## src/rtl/fsw_pkg.sv

```systemverilog
/*
 package for the frequency select / watchdog recovery control block:
 byte offsets, field positions, reset values, timing constants, the
 fixed frequency table and the structs that carry settings around.
 assumes an smbus slave engine in front that turns bus writes into
 single-byte register writes and samples a registered read byte.
*/
// Summary of operation
// 5-bit code picks one of 32 fixed cpu/pci pairs, same gear constant.
// programmable enable resets to 0; while 0 the code sets frequency.
// with programming off, override 0 uses strap code, 1 uses soft bits.
// with programming on, cpu frequency comes from multiplier, divider, gear.
// with programming on, override picks ratio and gear source the same way.
// writing multiplier or divider starts loading a new cpu frequency.
// host should write multiplier and divider in one smbus operation.
// on expiry switch to recovery; select 0 strap code, 1 recovery values.
// recovery values use strap ratio if override clear, soft bits if set.
// writing recovery multiplier or divider starts loading a new frequency.
// writing arm 0 stops watchdog, reloads count, leaves recovery mode.
// armed watchdog only counts down after a frequency change.
// expiry gives system reset, loads recovery frequency, locks recovery.
// in recovery mode all frequency-changing writes are ignored until disarm.
// expired flag reads 1 after expiry; write 1 clears, write 0 nothing.
// programmable mode covers cpu frequencies from 50 to 248 MHz.
// 5-bit timeout count, unit 150 ms or 2.5 s; flag set at zero.
// reset on expiry only if its enable is 1; own enable after change.
// cpu = gear * (mult+3)/(div+3); that ratio must exceed one.
// system reset held active a fixed parameterised number of cycles.
package fsw_pkg;

	// clock
	localparam int CLK_MHZ = 250;

	// byte offsets
	localparam logic [7:0] ADDR_SOFT_CTRL = 8'h0A;
	localparam logic [7:0] ADDR_CPU_MULT = 8'h0D;
	localparam logic [7:0] ADDR_CPU_DIV = 8'h0E;
	localparam logic [7:0] ADDR_RSVD = 8'h11;
	localparam logic [7:0] ADDR_REC_MULT = 8'h12;
	localparam logic [7:0] ADDR_REC_DIV = 8'h13;
	localparam logic [7:0] ADDR_WDOG = 8'h14;
	localparam logic [7:0] ADDR_RST_CTRL = 8'h15;

	// field positions
	localparam int BIT_OVERRIDE = 5;
	localparam int BIT_PROG_EN = 7;
	localparam int BIT_REC_SEL = 7;
	localparam int BIT_SCALE = 5;
	localparam int BIT_ARM = 6;
	localparam int BIT_EXPIRED = 7;
	localparam int BIT_RST_WD = 0;
	localparam int BIT_RST_FC = 1;
	localparam int BIT_REC_MODE = 4;
	localparam int BIT_RST_PIN = 5;

	// reset values and offsets of the programmable terms
	localparam logic [7:0] BYTE_RESET = 8'h00;
	localparam logic [8:0] TERM_OFFSET = 9'h003;

	// watchdog time units and reset pulse length
	localparam int UNIT_SHORT_MS = 150;
	localparam int UNIT_LONG_MS = 2500;
	localparam int UNIT_SHORT_CYC = UNIT_SHORT_MS * CLK_MHZ * 1000;
	localparam int UNIT_LONG_CYC = UNIT_LONG_MS * CLK_MHZ * 1000;
	localparam int RST_PULSE_CYC = 16;

	// gear constant, millionths
	localparam logic [27:0] GEAR_MICRO = 28'h2DC6EE5;

	typedef struct packed {
		logic wr;
		logic [7:0] addr;
		logic [7:0] data;
	} fsw_wr_t;

	typedef struct packed {
		logic prog;
		logic [4:0] code;
		logic [8:0] mult_term;
		logic [8:0] div_term;
	} fsw_setting_t;

	// frequencies in units of 100 kHz
	typedef struct packed {
		logic [11:0] cpu;
		logic [11:0] pci;
	} fsw_pair_t;

	typedef enum logic [1:0] {
		WD_IDLE = 2'b00,
		WD_COUNT = 2'b01,
		WD_LOCKED = 2'b10
	} fsw_wd_state_t;

	function automatic fsw_pair_t freq_pair(input logic [4:0] code);
		case (code)
			5'h00: freq_pair = '{12'h7D0, 12'h14D};
			5'h01: freq_pair = '{12'h76C, 12'h17C};
			5'h02: freq_pair = '{12'h708, 12'h168};
			5'h03: freq_pair = '{12'h6A4, 12'h154};
			5'h04: freq_pair = '{12'h67C, 12'h14C};
			5'h05: freq_pair = '{12'h640, 12'h140};
			5'h06: freq_pair = '{12'h5DC, 12'h177};
			5'h07: freq_pair = '{12'h5AA, 12'h16B};
			5'h08: freq_pair = '{12'h578, 12'h15E};
			5'h09: freq_pair = '{12'h550, 12'h154};
			5'h0A: freq_pair = '{12'h514, 12'h145};
			5'h0B: freq_pair = '{12'h4D8, 12'h136};
			5'h0C: freq_pair = '{12'h2A0, 12'h150};
			5'h0D: freq_pair = '{12'h3F0, 12'h150};
			5'h0E: freq_pair = '{12'h49C, 12'h189};
			5'h0F: freq_pair = '{12'h540, 12'h150};
			5'h10: freq_pair = '{12'h29E, 12'h14F};
			5'h11: freq_pair = '{12'h3ED, 12'h14F};
			5'h12: freq_pair = '{12'h47E, 12'h17F};
			5'h13: freq_pair = '{12'h53C, 12'h14F};
			5'h14: freq_pair = '{12'h29C, 12'h14E};
			5'h15: freq_pair = '{12'h3EA, 12'h14E};
			5'h16: freq_pair = '{12'h44C, 12'h16F};
			5'h17: freq_pair = '{12'h538, 12'h14E};
			5'h18: freq_pair = '{12'h41A, 12'h15E};
			5'h19: freq_pair = '{12'h384, 12'h12C};
			5'h1A: freq_pair = '{12'h352, 12'h11B};
			5'h1B: freq_pair = '{12'h30C, 12'h186};
			5'h1C: freq_pair = '{12'h29A, 12'h14D};
			5'h1D: freq_pair = '{12'h3E8, 12'h14D};
			5'h1E: freq_pair = '{12'h2EE, 12'h177};
			default: freq_pair = '{12'h535, 12'h14D};
		endcase
	endfunction : freq_pair

endpackage : fsw_pkg

```

## src/rtl/fsw_freq_ctrl.sv

```systemverilog
/*
 frequency select and watchdog recovery control.
 assumes a byte write/read port from an smbus slave engine, strap pins
 that are asynchronous, and an outside pll that follows the settings.
*/
`timescale 1ns/1ps
module fsw_freq_ctrl #(
	parameter int UNIT_SHORT_CYC = fsw_pkg::UNIT_SHORT_CYC,
	parameter int UNIT_LONG_CYC = fsw_pkg::UNIT_LONG_CYC,
	parameter int RST_PULSE_CYC = fsw_pkg::RST_PULSE_CYC
) (
	input wire logic clk,
	input wire logic srst,
	input wire fsw_pkg::fsw_wr_t reg_wr,
	input wire logic [7:0] reg_rd_addr,
	output logic [7:0] reg_rdata,
	input wire logic [4:0] strap_freq_code,
	input wire logic sys_rst_in,
	output logic sys_rst_out,
	output logic sys_rst_oe_n,
	output fsw_pkg::fsw_setting_t freq_setting,
	output fsw_pkg::fsw_pair_t freq_table_out,
	output logic freq_load,
	output logic recovery_mode
);

	logic [4:0] strap_s1_reg, strap_s2_reg, strap_s3_reg, strap_freq_code_reg;
	logic strap_done_reg;
	logic [2:0] rpin_reg;
	logic rst_pin_level_reg;
	logic [7:0] soft_ctrl_reg, cpu_mult_value, cpu_div_reg, rec_mult_value, rec_div_reg;
	logic [7:0] wdog_reg, rst_ctrl_reg;
	logic watchdog_expired_flag;
	fsw_pkg::fsw_wd_state_t wd_state_reg;
	logic [4:0] wd_count_reg;
	logic [31:0] unit_cnt_reg;
	logic [31:0] rst_cnt_reg;
	logic expire;
	logic change_write;
	logic wr_ok;
	fsw_pkg::fsw_setting_t setting_next;
	logic [4:0] sel_code;

	////////////////////////////////////////////////////////////////////////
	// pin capture

	// strap code: three flops, latched once after reset when stages agree
	always_ff @(posedge clk)
	begin
		strap_s1_reg <= strap_freq_code;
		strap_s2_reg <= strap_s1_reg;
		strap_s3_reg <= strap_s2_reg;
		if (srst)
		begin
			strap_done_reg <= 1'b0;
			strap_freq_code_reg <= 5'h00;
		end
		else if (!strap_done_reg && strap_s2_reg == strap_s3_reg)
		begin
			strap_done_reg <= 1'b1;
			strap_freq_code_reg <= strap_s3_reg;
		end
	end

	// reset pin level readback, same filtering
	always_ff @(posedge clk)
	begin
		rpin_reg <= {rpin_reg[1:0], sys_rst_in};
		if (srst)
			rst_pin_level_reg <= 1'b1;
		else if (rpin_reg[1] == rpin_reg[2])
			rst_pin_level_reg <= rpin_reg[2];
	end

	////////////////////////////////////////////////////////////////////////
	// register writes

	// frequency writes are refused while locked in recovery
	assign wr_ok = reg_wr.wr && !recovery_mode;
	assign change_write = wr_ok && (reg_wr.addr == fsw_pkg::ADDR_CPU_MULT
		|| reg_wr.addr == fsw_pkg::ADDR_CPU_DIV
		|| reg_wr.addr == fsw_pkg::ADDR_REC_MULT
		|| reg_wr.addr == fsw_pkg::ADDR_REC_DIV
		|| reg_wr.addr == fsw_pkg::ADDR_SOFT_CTRL);

	always_ff @(posedge clk)
	begin
		if (srst)
		begin
			soft_ctrl_reg <= fsw_pkg::BYTE_RESET;
			cpu_mult_value <= fsw_pkg::BYTE_RESET;
			cpu_div_reg <= fsw_pkg::BYTE_RESET;
			rec_mult_value <= fsw_pkg::BYTE_RESET;
			rec_div_reg <= fsw_pkg::BYTE_RESET;
		end
		else if (wr_ok)
		begin
			case (reg_wr.addr)
				fsw_pkg::ADDR_SOFT_CTRL: soft_ctrl_reg <= {2'b00, reg_wr.data[5:0]};
				fsw_pkg::ADDR_CPU_MULT: cpu_mult_value <= reg_wr.data;
				fsw_pkg::ADDR_CPU_DIV: cpu_div_reg <= reg_wr.data;
				fsw_pkg::ADDR_REC_MULT: rec_mult_value <= reg_wr.data;
				fsw_pkg::ADDR_REC_DIV: rec_div_reg <= reg_wr.data;
				default: ;
			endcase
		end
	end

	// watchdog and reset control bytes stay writable in recovery
	always_ff @(posedge clk)
	begin
		if (srst)
		begin
			wdog_reg <= fsw_pkg::BYTE_RESET;
			rst_ctrl_reg <= fsw_pkg::BYTE_RESET;
		end
		else if (reg_wr.wr)
		begin
			if (reg_wr.addr == fsw_pkg::ADDR_WDOG)
				wdog_reg <= {1'b0, reg_wr.data[6:0]};
			if (reg_wr.addr == fsw_pkg::ADDR_RST_CTRL)
				rst_ctrl_reg <= {6'h00, reg_wr.data[1:0]};
		end
	end

	// expired flag: set beats a same-cycle write-one clear
	always_ff @(posedge clk)
	begin
		if (srst)
			watchdog_expired_flag <= 1'b0;
		else if (expire)
			watchdog_expired_flag <= 1'b1;
		else if (reg_wr.wr && reg_wr.addr == fsw_pkg::ADDR_WDOG
			&& reg_wr.data[fsw_pkg::BIT_EXPIRED])
			watchdog_expired_flag <= 1'b0;
	end

	// registered read port; unmapped and reserved bytes read zero
	always_ff @(posedge clk)
	begin
		if (srst)
			reg_rdata <= fsw_pkg::BYTE_RESET;
		else
		begin
			case (reg_rd_addr)
				fsw_pkg::ADDR_SOFT_CTRL: reg_rdata <= soft_ctrl_reg;
				fsw_pkg::ADDR_CPU_MULT: reg_rdata <= cpu_mult_value;
				fsw_pkg::ADDR_CPU_DIV: reg_rdata <= cpu_div_reg;
				fsw_pkg::ADDR_REC_MULT: reg_rdata <= rec_mult_value;
				fsw_pkg::ADDR_REC_DIV: reg_rdata <= rec_div_reg;
				fsw_pkg::ADDR_WDOG: reg_rdata <= {watchdog_expired_flag, wdog_reg[6:0]};
				fsw_pkg::ADDR_RST_CTRL: reg_rdata <= {2'b00, rst_pin_level_reg,
					recovery_mode, 2'b00, rst_ctrl_reg[1:0]};
				default: reg_rdata <= fsw_pkg::BYTE_RESET;
			endcase
		end
	end

	////////////////////////////////////////////////////////////////////////
	// frequency selection

	// override picks soft bits over the latched strap code
	assign sel_code = soft_ctrl_reg[fsw_pkg::BIT_OVERRIDE] ?
		soft_ctrl_reg[4:0] : strap_freq_code_reg;

	always_comb
	begin
		setting_next.prog = 1'b0;
		setting_next.code = sel_code;
		setting_next.mult_term = {1'b0, cpu_mult_value} + fsw_pkg::TERM_OFFSET;
		setting_next.div_term = {2'b00, cpu_div_reg[6:0]} + fsw_pkg::TERM_OFFSET;
		if (recovery_mode)
		begin
			if (rec_div_reg[fsw_pkg::BIT_REC_SEL])
			begin
				setting_next.prog = 1'b1;
				setting_next.mult_term = {1'b0, rec_mult_value} + fsw_pkg::TERM_OFFSET;
				setting_next.div_term = {2'b00, rec_div_reg[6:0]} + fsw_pkg::TERM_OFFSET;
			end
			else
				setting_next.code = strap_freq_code_reg;
		end
		else if (cpu_div_reg[fsw_pkg::BIT_PROG_EN])
			setting_next.prog = 1'b1;
	end

	// a ratio of one or less is never passed on; last good setting holds
	always_ff @(posedge clk)
	begin
		if (srst)
		begin
			freq_setting <= '0;
			freq_table_out <= '0;
		end
		else
		begin
			if (!setting_next.prog || setting_next.mult_term > setting_next.div_term)
				freq_setting <= setting_next;
			freq_table_out <= fsw_pkg::freq_pair(freq_setting.code);
		end
	end

	// load strobe on frequency writes and on entry to recovery
	always_ff @(posedge clk)
	begin
		if (srst)
			freq_load <= 1'b0;
		else
			freq_load <= change_write || expire;
	end

	////////////////////////////////////////////////////////////////////////
	// watchdog

	assign expire = wd_state_reg == fsw_pkg::WD_COUNT && wd_count_reg == 5'h00
		&& unit_cnt_reg == 32'h0000_0000 && wdog_reg[fsw_pkg::BIT_ARM];

	always_ff @(posedge clk)
	begin
		if (srst || !wdog_reg[fsw_pkg::BIT_ARM])
		begin
			wd_state_reg <= fsw_pkg::WD_IDLE;
			wd_count_reg <= wdog_reg[4:0];
			unit_cnt_reg <= 32'h0000_0000;
			recovery_mode <= 1'b0;
		end
		else
		begin
			case (wd_state_reg)
				fsw_pkg::WD_IDLE:
					if (freq_load)
					begin
						wd_state_reg <= fsw_pkg::WD_COUNT;
						wd_count_reg <= wdog_reg[4:0];
						unit_cnt_reg <= wdog_reg[fsw_pkg::BIT_SCALE] ?
							32'(UNIT_LONG_CYC - 1) : 32'(UNIT_SHORT_CYC - 1);
					end
				fsw_pkg::WD_COUNT:
					if (expire)
					begin
						wd_state_reg <= fsw_pkg::WD_LOCKED;
						recovery_mode <= 1'b1;
					end
					else if (unit_cnt_reg != 32'h0000_0000)
						unit_cnt_reg <= unit_cnt_reg - 32'h0000_0001;
					else
					begin
						wd_count_reg <= wd_count_reg - 5'h01;
						unit_cnt_reg <= wdog_reg[fsw_pkg::BIT_SCALE] ?
							32'(UNIT_LONG_CYC - 1) : 32'(UNIT_SHORT_CYC - 1);
					end
				fsw_pkg::WD_LOCKED: ;
				default: wd_state_reg <= fsw_pkg::WD_IDLE;
			endcase
		end
	end

	////////////////////////////////////////////////////////////////////////
	// system reset pin, open drain: only ever pulls low

	always_ff @(posedge clk)
	begin
		if (srst)
		begin
			rst_cnt_reg <= 32'h0000_0000;
			sys_rst_oe_n <= 1'b1;
			sys_rst_out <= 1'b0;
		end
		else
		begin
			if ((expire && rst_ctrl_reg[fsw_pkg::BIT_RST_WD])
				|| (change_write && rst_ctrl_reg[fsw_pkg::BIT_RST_FC]))
				rst_cnt_reg <= 32'(RST_PULSE_CYC);
			else if (rst_cnt_reg != 32'h0000_0000)
				rst_cnt_reg <= rst_cnt_reg - 32'h0000_0001;
			sys_rst_oe_n <= !((expire && rst_ctrl_reg[fsw_pkg::BIT_RST_WD])
				|| (change_write && rst_ctrl_reg[fsw_pkg::BIT_RST_FC])
				|| rst_cnt_reg > 32'h0000_0001);
		end
	end

endmodule : fsw_freq_ctrl

```

## config.mk

```make
export PLATFORM = sky130hd
export DESIGN_NAME = fsw_freq_ctrl
export DESIGN_NICKNAME = d
export VERILOG_FILES = /design/src/rtl/fsw_pkg.sv /design/src/rtl/fsw_freq_ctrl.sv
export SDC_FILE = /design/constraint.sdc
export NUM_CORES = 1
export LEC_CHECK = 0
export BUFFER_PORTS_ARGS = -buffer_cell sky130_fd_sc_hd__buf_2
export CAP_MARGIN = 20
export CORE_UTILIZATION = 55
export CTS_CLUSTER_SIZE = 12
export DETAILED_ROUTE_END_ITERATION = 7
export PLACE_DENSITY = 0.82
export SLEW_MARGIN = 20
export SYNTH_ARGS = -nofsm -noshare
export SYNTH_HDL_FRONTEND = slang
export SYNTH_SLANG_ARGS = --single-unit
```

## constraint.sdc

```tcl
create_clock -name clk -period 7.5 [get_ports clk]
set_input_delay 0.375 -clock clk [delete_from_list [all_inputs] [get_ports clk]]
set_output_delay 0.375 -clock clk [all_outputs]
set_load 0.02 [all_outputs]
```

# Word level (Yosys, flattened, before mapping)
# Memories as Yosys holds them, arrays and structs flattened. A register that Yosys moved wholly into a read port is not among the register bits.
# Index checks and enable logic that the tools add are counted.
# W data, S select, Z words.
[op_classes]
add_sub_neg = 7
order_cmp = 2
n_mux = 25
n_eq_ne = 24
n_reduce_logical = 45
bitwise_logic = 1
[op_table]
columns = ["op", "n"]
rows = [
  ["$mux W32", 3],
  ["$eq A8 B5 Y1 const B", 8],
  ["$pmux W32 S2", 1],
  ["$reduce_bool A32 Y1", 2],
  ["$sub A32 B1 Y32 const B", 2],
  ["$pmux W8 S7", 1],
  ["$eq A8 B4 Y1 const B", 6],
  ["$mux W5", 8],
  ["$gt A32 B1 Y1 const B", 1],
  ["$logic_not A32 Y1", 1],
  ["$mux W30", 1],
  ["$mux W23", 1],
  ["$add A8 B2 Y9 const B", 2],
  ["$mux W18", 1],
  ["$add A7 B2 Y8 const B", 2],
  ["$reduce_and A2 Y1", 8],
  ["$logic_and A1 B1 Y1", 10],
  ["$pmux W5 S2", 1],
  ["$gt A9 B9 Y1", 1],
  ["$logic_or A1 B1 Y1", 9],
  ["$ne A2 B2 Y1 const B", 3],
  ["$ne A3 B3 Y1 const B", 2],
  ["$pmux W2 S3", 1],
  ["$reduce_and A3 Y1", 2],
  ["other kinds (16)", 27],
]
[word_totals]
out_inout_bits = 60
register_bits = 203
rom_bits = 608
memories = 1
inputBits = 33
[mem_list]
columns = ["name", "words", "word_bits", "read_ports", "rd_clocked_by_memory_dff", "wr", "line", "rtl"]
rows = [
  ["(no name shown)", 32, 19, 1, 1, 0, "fsw_pkg.sv:96", "case (code)"],
]

# Longest topological paths before layout
[depth]
depth_word = 10
ltp_mapped = 13
depth_no_buf = 12

# Worst setup path after synthesis
# Ideal clock, no wire load.
[synth_timing]
path_type = "flip-flop to flip-flop"
from = "register rec_mult_value[0]"
to = "register freq_setting[0] (netlist name)"
setup_ps = 116
n_path_buf = 1
t_required_ps = 7384
stages_incl_launch_ff = 14
t_arrival_ps = 2843
period_less_slack_ps = 2959
slack_ps = 4541
cell_sequence = "dfxtp_1 -> inv_1 -> ha_1 -> nand3b_1 -> nor2_1 -> xnor2_1 -> mux2i_1 -> ha_1 -> a211oi_1 -> o21ai_0 -> o21ai_1 -> nand2_1 -> clkbuf_1 -> a31o_2"
[synth_lines]
columns = ["element", "line", "rtl"]
rows = [
  ["from (decl)", "fsw_freq_ctrl.sv:31", "logic [7:0] soft_ctrl_reg, cpu_mult_value, cpu_div_reg, rec_mult_value, rec_div_reg;"],
  ["from (signal assigned)", "fsw_freq_ctrl.sv:93", "rec_mult_value <= fsw_pkg::BYTE_RESET;"],
  ["from (signal assigned)", "fsw_freq_ctrl.sv:102", "fsw_pkg::ADDR_REC_MULT: rec_mult_value <= reg_wr.data;"],
  ["to (signal assigned)", "fsw_freq_ctrl.sv:198", "freq_setting <= setting_next;"],
  ["to (decl)", "fsw_freq_ctrl.sv:21", "output fsw_pkg::fsw_setting_t freq_setting,"],
]

# Worst setup path after layout
[layout_timing]
from = "register unit_cnt_reg[6]"
to = "register wd_count_reg[3], enable pin"
[layout_between]
elab_chain_len = 5
word_cells_on_any_way = 7
classes_between = "eq/ne: 2; reduce/logical: 5"
[layout_rtl]
columns = ["element", "line", "rtl"]
rows = [
  ["from (decl)", "fsw_freq_ctrl.sv:36", "logic [31:0] unit_cnt_reg;"],
  ["from (signal assigned)", "fsw_freq_ctrl.sv:235", "unit_cnt_reg <= wdog_reg[fsw_pkg::BIT_SCALE] ?"],
  ["from (signal assigned)", "fsw_freq_ctrl.sv:245", "unit_cnt_reg <= unit_cnt_reg - 32'h0000_0001;"],
  ["from (signal assigned)", "fsw_freq_ctrl.sv:249", "unit_cnt_reg <= wdog_reg[fsw_pkg::BIT_SCALE] ?"],
  ["$logic_not A32 Y1", "fsw_freq_ctrl.sv:216", "&& unit_cnt_reg == 32'h0000_0000 && wdog_reg[fsw_pkg::BIT_ARM];"],
  ["$logic_and A1 B1 Y1 (2 in a row)", "fsw_freq_ctrl.sv:216", ""],
  ["$ne A3 B2 Y1 (no source line)", "-", ""],
  ["$reduce_and A4 Y1 (no source line) (*)", "-", ""],
  ["to (signal assigned)", "fsw_freq_ctrl.sv:223", "wd_count_reg <= wdog_reg[4:0];"],
  ["to (signal assigned)", "fsw_freq_ctrl.sv:234", "wd_count_reg <= wdog_reg[4:0];"],
  ["to (signal assigned)", "fsw_freq_ctrl.sv:248", "wd_count_reg <= wd_count_reg - 5'h01;"],
  ["to (decl)", "fsw_freq_ctrl.sv:35", "logic [4:0] wd_count_reg;"],
]
# Mark *: on every way between the ends. The rest lies on a longest branch, timed or not.
# A chain may end at the register's enable or synchronous reset.

==> run metrics <==
outcome=completed; mux cell area share after synthesis=7.42%; worst-margin pin slew=1.07 ns; setup slack after layout=3.69 ns; TritonRoute pass-1 iters=6; vias in the first global route=roughly 7,900; top_reg_cell synth=dfxtp_1; ANT nets after route=0; clock power share=32.0%; pwr dens=249 nW/um2; critical path type=reg2reg; Flop pwr share=43.8%; Clock Latency Late Sink=0.45 ns; Distinct cells, synth=between 70 and 80; die width=~140 um; worst hold slack=0.0310 ns; Place WS=approximately 3.5 ns; Post-CTS Resized=0; compound-cell area share of the yosys netlist=16.8%; sequential cell area fraction in the yosys report=40.2%; Die Ht=137 um; Adder-Cell Fraction of Synth Area=3.13%; Tot Pwr=2.75 mW; Final #Nets=1,278; routed vias=just under 9,000; routability cong.=a little over 0.9; Initial Util=a little under three fifths; largest area contributor in the netlist=dfxtp_1; VDD IR max=0.000208 V; Cells after Synth=1,169; Psw=907 uW; DIE AREA=18,700 um2; most frequent cell after synthesis=dfxtp_1; H-tree levels=4; Total GRT Usage=26.9%; IO buf count=86; Hold Vio Cnt, Final=0; std cell rows=48; Top Ports=93; Post-DP HPWL=16.9 mm; WL per Instance=16.9 um; layout cells sized above 1=12.5%; final count of pins violating max slew=0; synth-to-layout area growth=10.5%; Leak=around 4.3 nW; CP startpoint kind=register; DR iter-0 viols=between 800 and 900; Reg clk slew, reported paths=0.07 ns; largest net degree at the start of global routing=between 90 and 100; WP data required=7.58 ns; Critical Path AT=3.89 ns; top post-synthesis cells by area=dfxtp_1 (39%), mux2i_1 (7.3%), nor2_1 (6.5%), a21oi_1 (4.8%), xnor2_1 (3.2%); routed wire length=24.6 mm; combinational share of power=24.3%; switching part of the total power=33.1%; total grt overflow=0; fin crit share=around 50%; DRC violations left=0; Yosys warnings=0; Async S/R FF share, synth=0%; placed inst area=roughly 10,000 um2; crit-path max FO=26; largest family of logic cells by synthesized area=simple AND/OR/NAND/NOR gates; RSZ-0062 raised after global routing=no; Post-Syn Area=10000 um2; first-pass GRT wire length=39.8 mm; Period minus WS final=3.81 ns; share of the synthesized area in the top cell type=38.7%; placed insts=1,425; Util after Layout=between 60% and 70%; DR vias/cell=6.08; Hold Path Class=in2reg; Relative slew margins=28.4%; CTS root buffer=clkbuf_16; Num CTS Buffers=17; Max-Cap Viols=0; clk_skew=0.0141 ns; Core Footprint=17,500 um2; TritonCTS clock tree=yes; Mapped Avg Cell Area=8.55 um2; Setup TNS=0 ns; Post-synth EDFFs=5; Inserted Diodes=0; non-filler cells, final=1,458; Synth top cells by count=dfxtp_1 (193), nor2_1 (174), a21oi_1 (96); maximum clock rate=0.262 GHz; CTS Buffer Depth=2; Final Instance Area=11,000 um2; nature of the critical path endpoint=register; clock sinks=198; synthesis-stage register bit count=198; initial antenna violation count=0; Synth Area in XOR/XNOR=under 10%; Synth Area in Simple Gates=around 23%; # hold bufs at CTS=0; Post-CTS Setup Bufs=0; Internal Power=1.84 mW; final setup vio count=0
==> kinds of logic after synthesis <==
group,after synthesis
XOR/XNOR,56
AND/OR/NAND/NOR,456
multiplexers,74
adder cells (fa/ha/maj),25
other,1
AO/OA/AOI/OAI,262
flip-flops,198
buffers and inverters,97
==> cells in the final DEF, fill, tap and decap left out, types with 6 or more instances in the layout <==
master	count
dfxtp_1	193
nor2_1	174
a21oi_1	96
buf_2	87
mux2i_1	73
nand2_1	65
o21ai_0	48
nor3_1	39
xnor2_1	36
nand3_1	29
inv_1	28
ha_1	25
nor4_1	24
xor2_1	20
a211oi_1	19
clkbuf_16	17
nand2b_1	16
or4_1	13
nand4_1	12
nor2b_1	12
nand3b_1	10
or3_1	10
a311oi_1	10
nor3b_1	9
a22oi_1	9
buf_4	9
a31oi_1	8
o211ai_1	8
and2_1	7
a221oi_1	7
and4_1	7
conb_1	6
==> worst paths after layout <==
path	start	endpoint	slack, ns	cells after the start
setup / recovery	unit_cnt_reg[6]	wd_count_reg[3]	3.69	4
hold / removal	strap_freq_code[4]	strap_s1_reg[4]	0.03	1
setup reg to reg	unit_cnt_reg[6]	wd_count_reg[3]	3.69	4
hold reg to reg	strap_s1_reg[0]	strap_s2_reg[0]	0.33	0
==> power groups by stage <==
stage | clock network [mW] | logic, mW | registers (mW)
2_1_floorplan | 0 | 0.531 | 1.22
3_3_place_gp | 0 | 0.640 | 1.22
3_5_place_dp | 0 | 0.655 | 1.22
4_1_cts | 0.887 | 0.662 | 1.20
5_1_grt | 0.929 | 0.747 | 1.21
6_report | 0.877 | 0.666 | 1.20
==> area by class of cell <==
| type | count | area [um2] |
|---|---|---|
| fill | 1482 | 6500 |
| multi-input combinational | 879 | 5580 |
| sequential | 198 | 4010 |
| timing repair buffer | 96 | 503 |
| clock buffer | 20 | 447 |
| tap | 225 | 282 |
| clock inverter | 12 | 109 |
| inverter | 28 | 105 |
==> critical path: stages, from the launching register on <==
cell and delay (ns):
dfxtp_1 0.36, nor4_1 0.76, nand4b_1 0.59, o41a_1 0.95, o31ai_4 0.78
==> per-layer routing <==
layer	vias to the layer above	GRT usage (%)	part of all wire, %
li1	4310	-	-
met1	4160	37.7	46
met2	349	41.6	45
met3	52	4.93	7.3
met4	0	9.22	1.9
met5	-	0	0
Power figures use the tool's default switching activity.
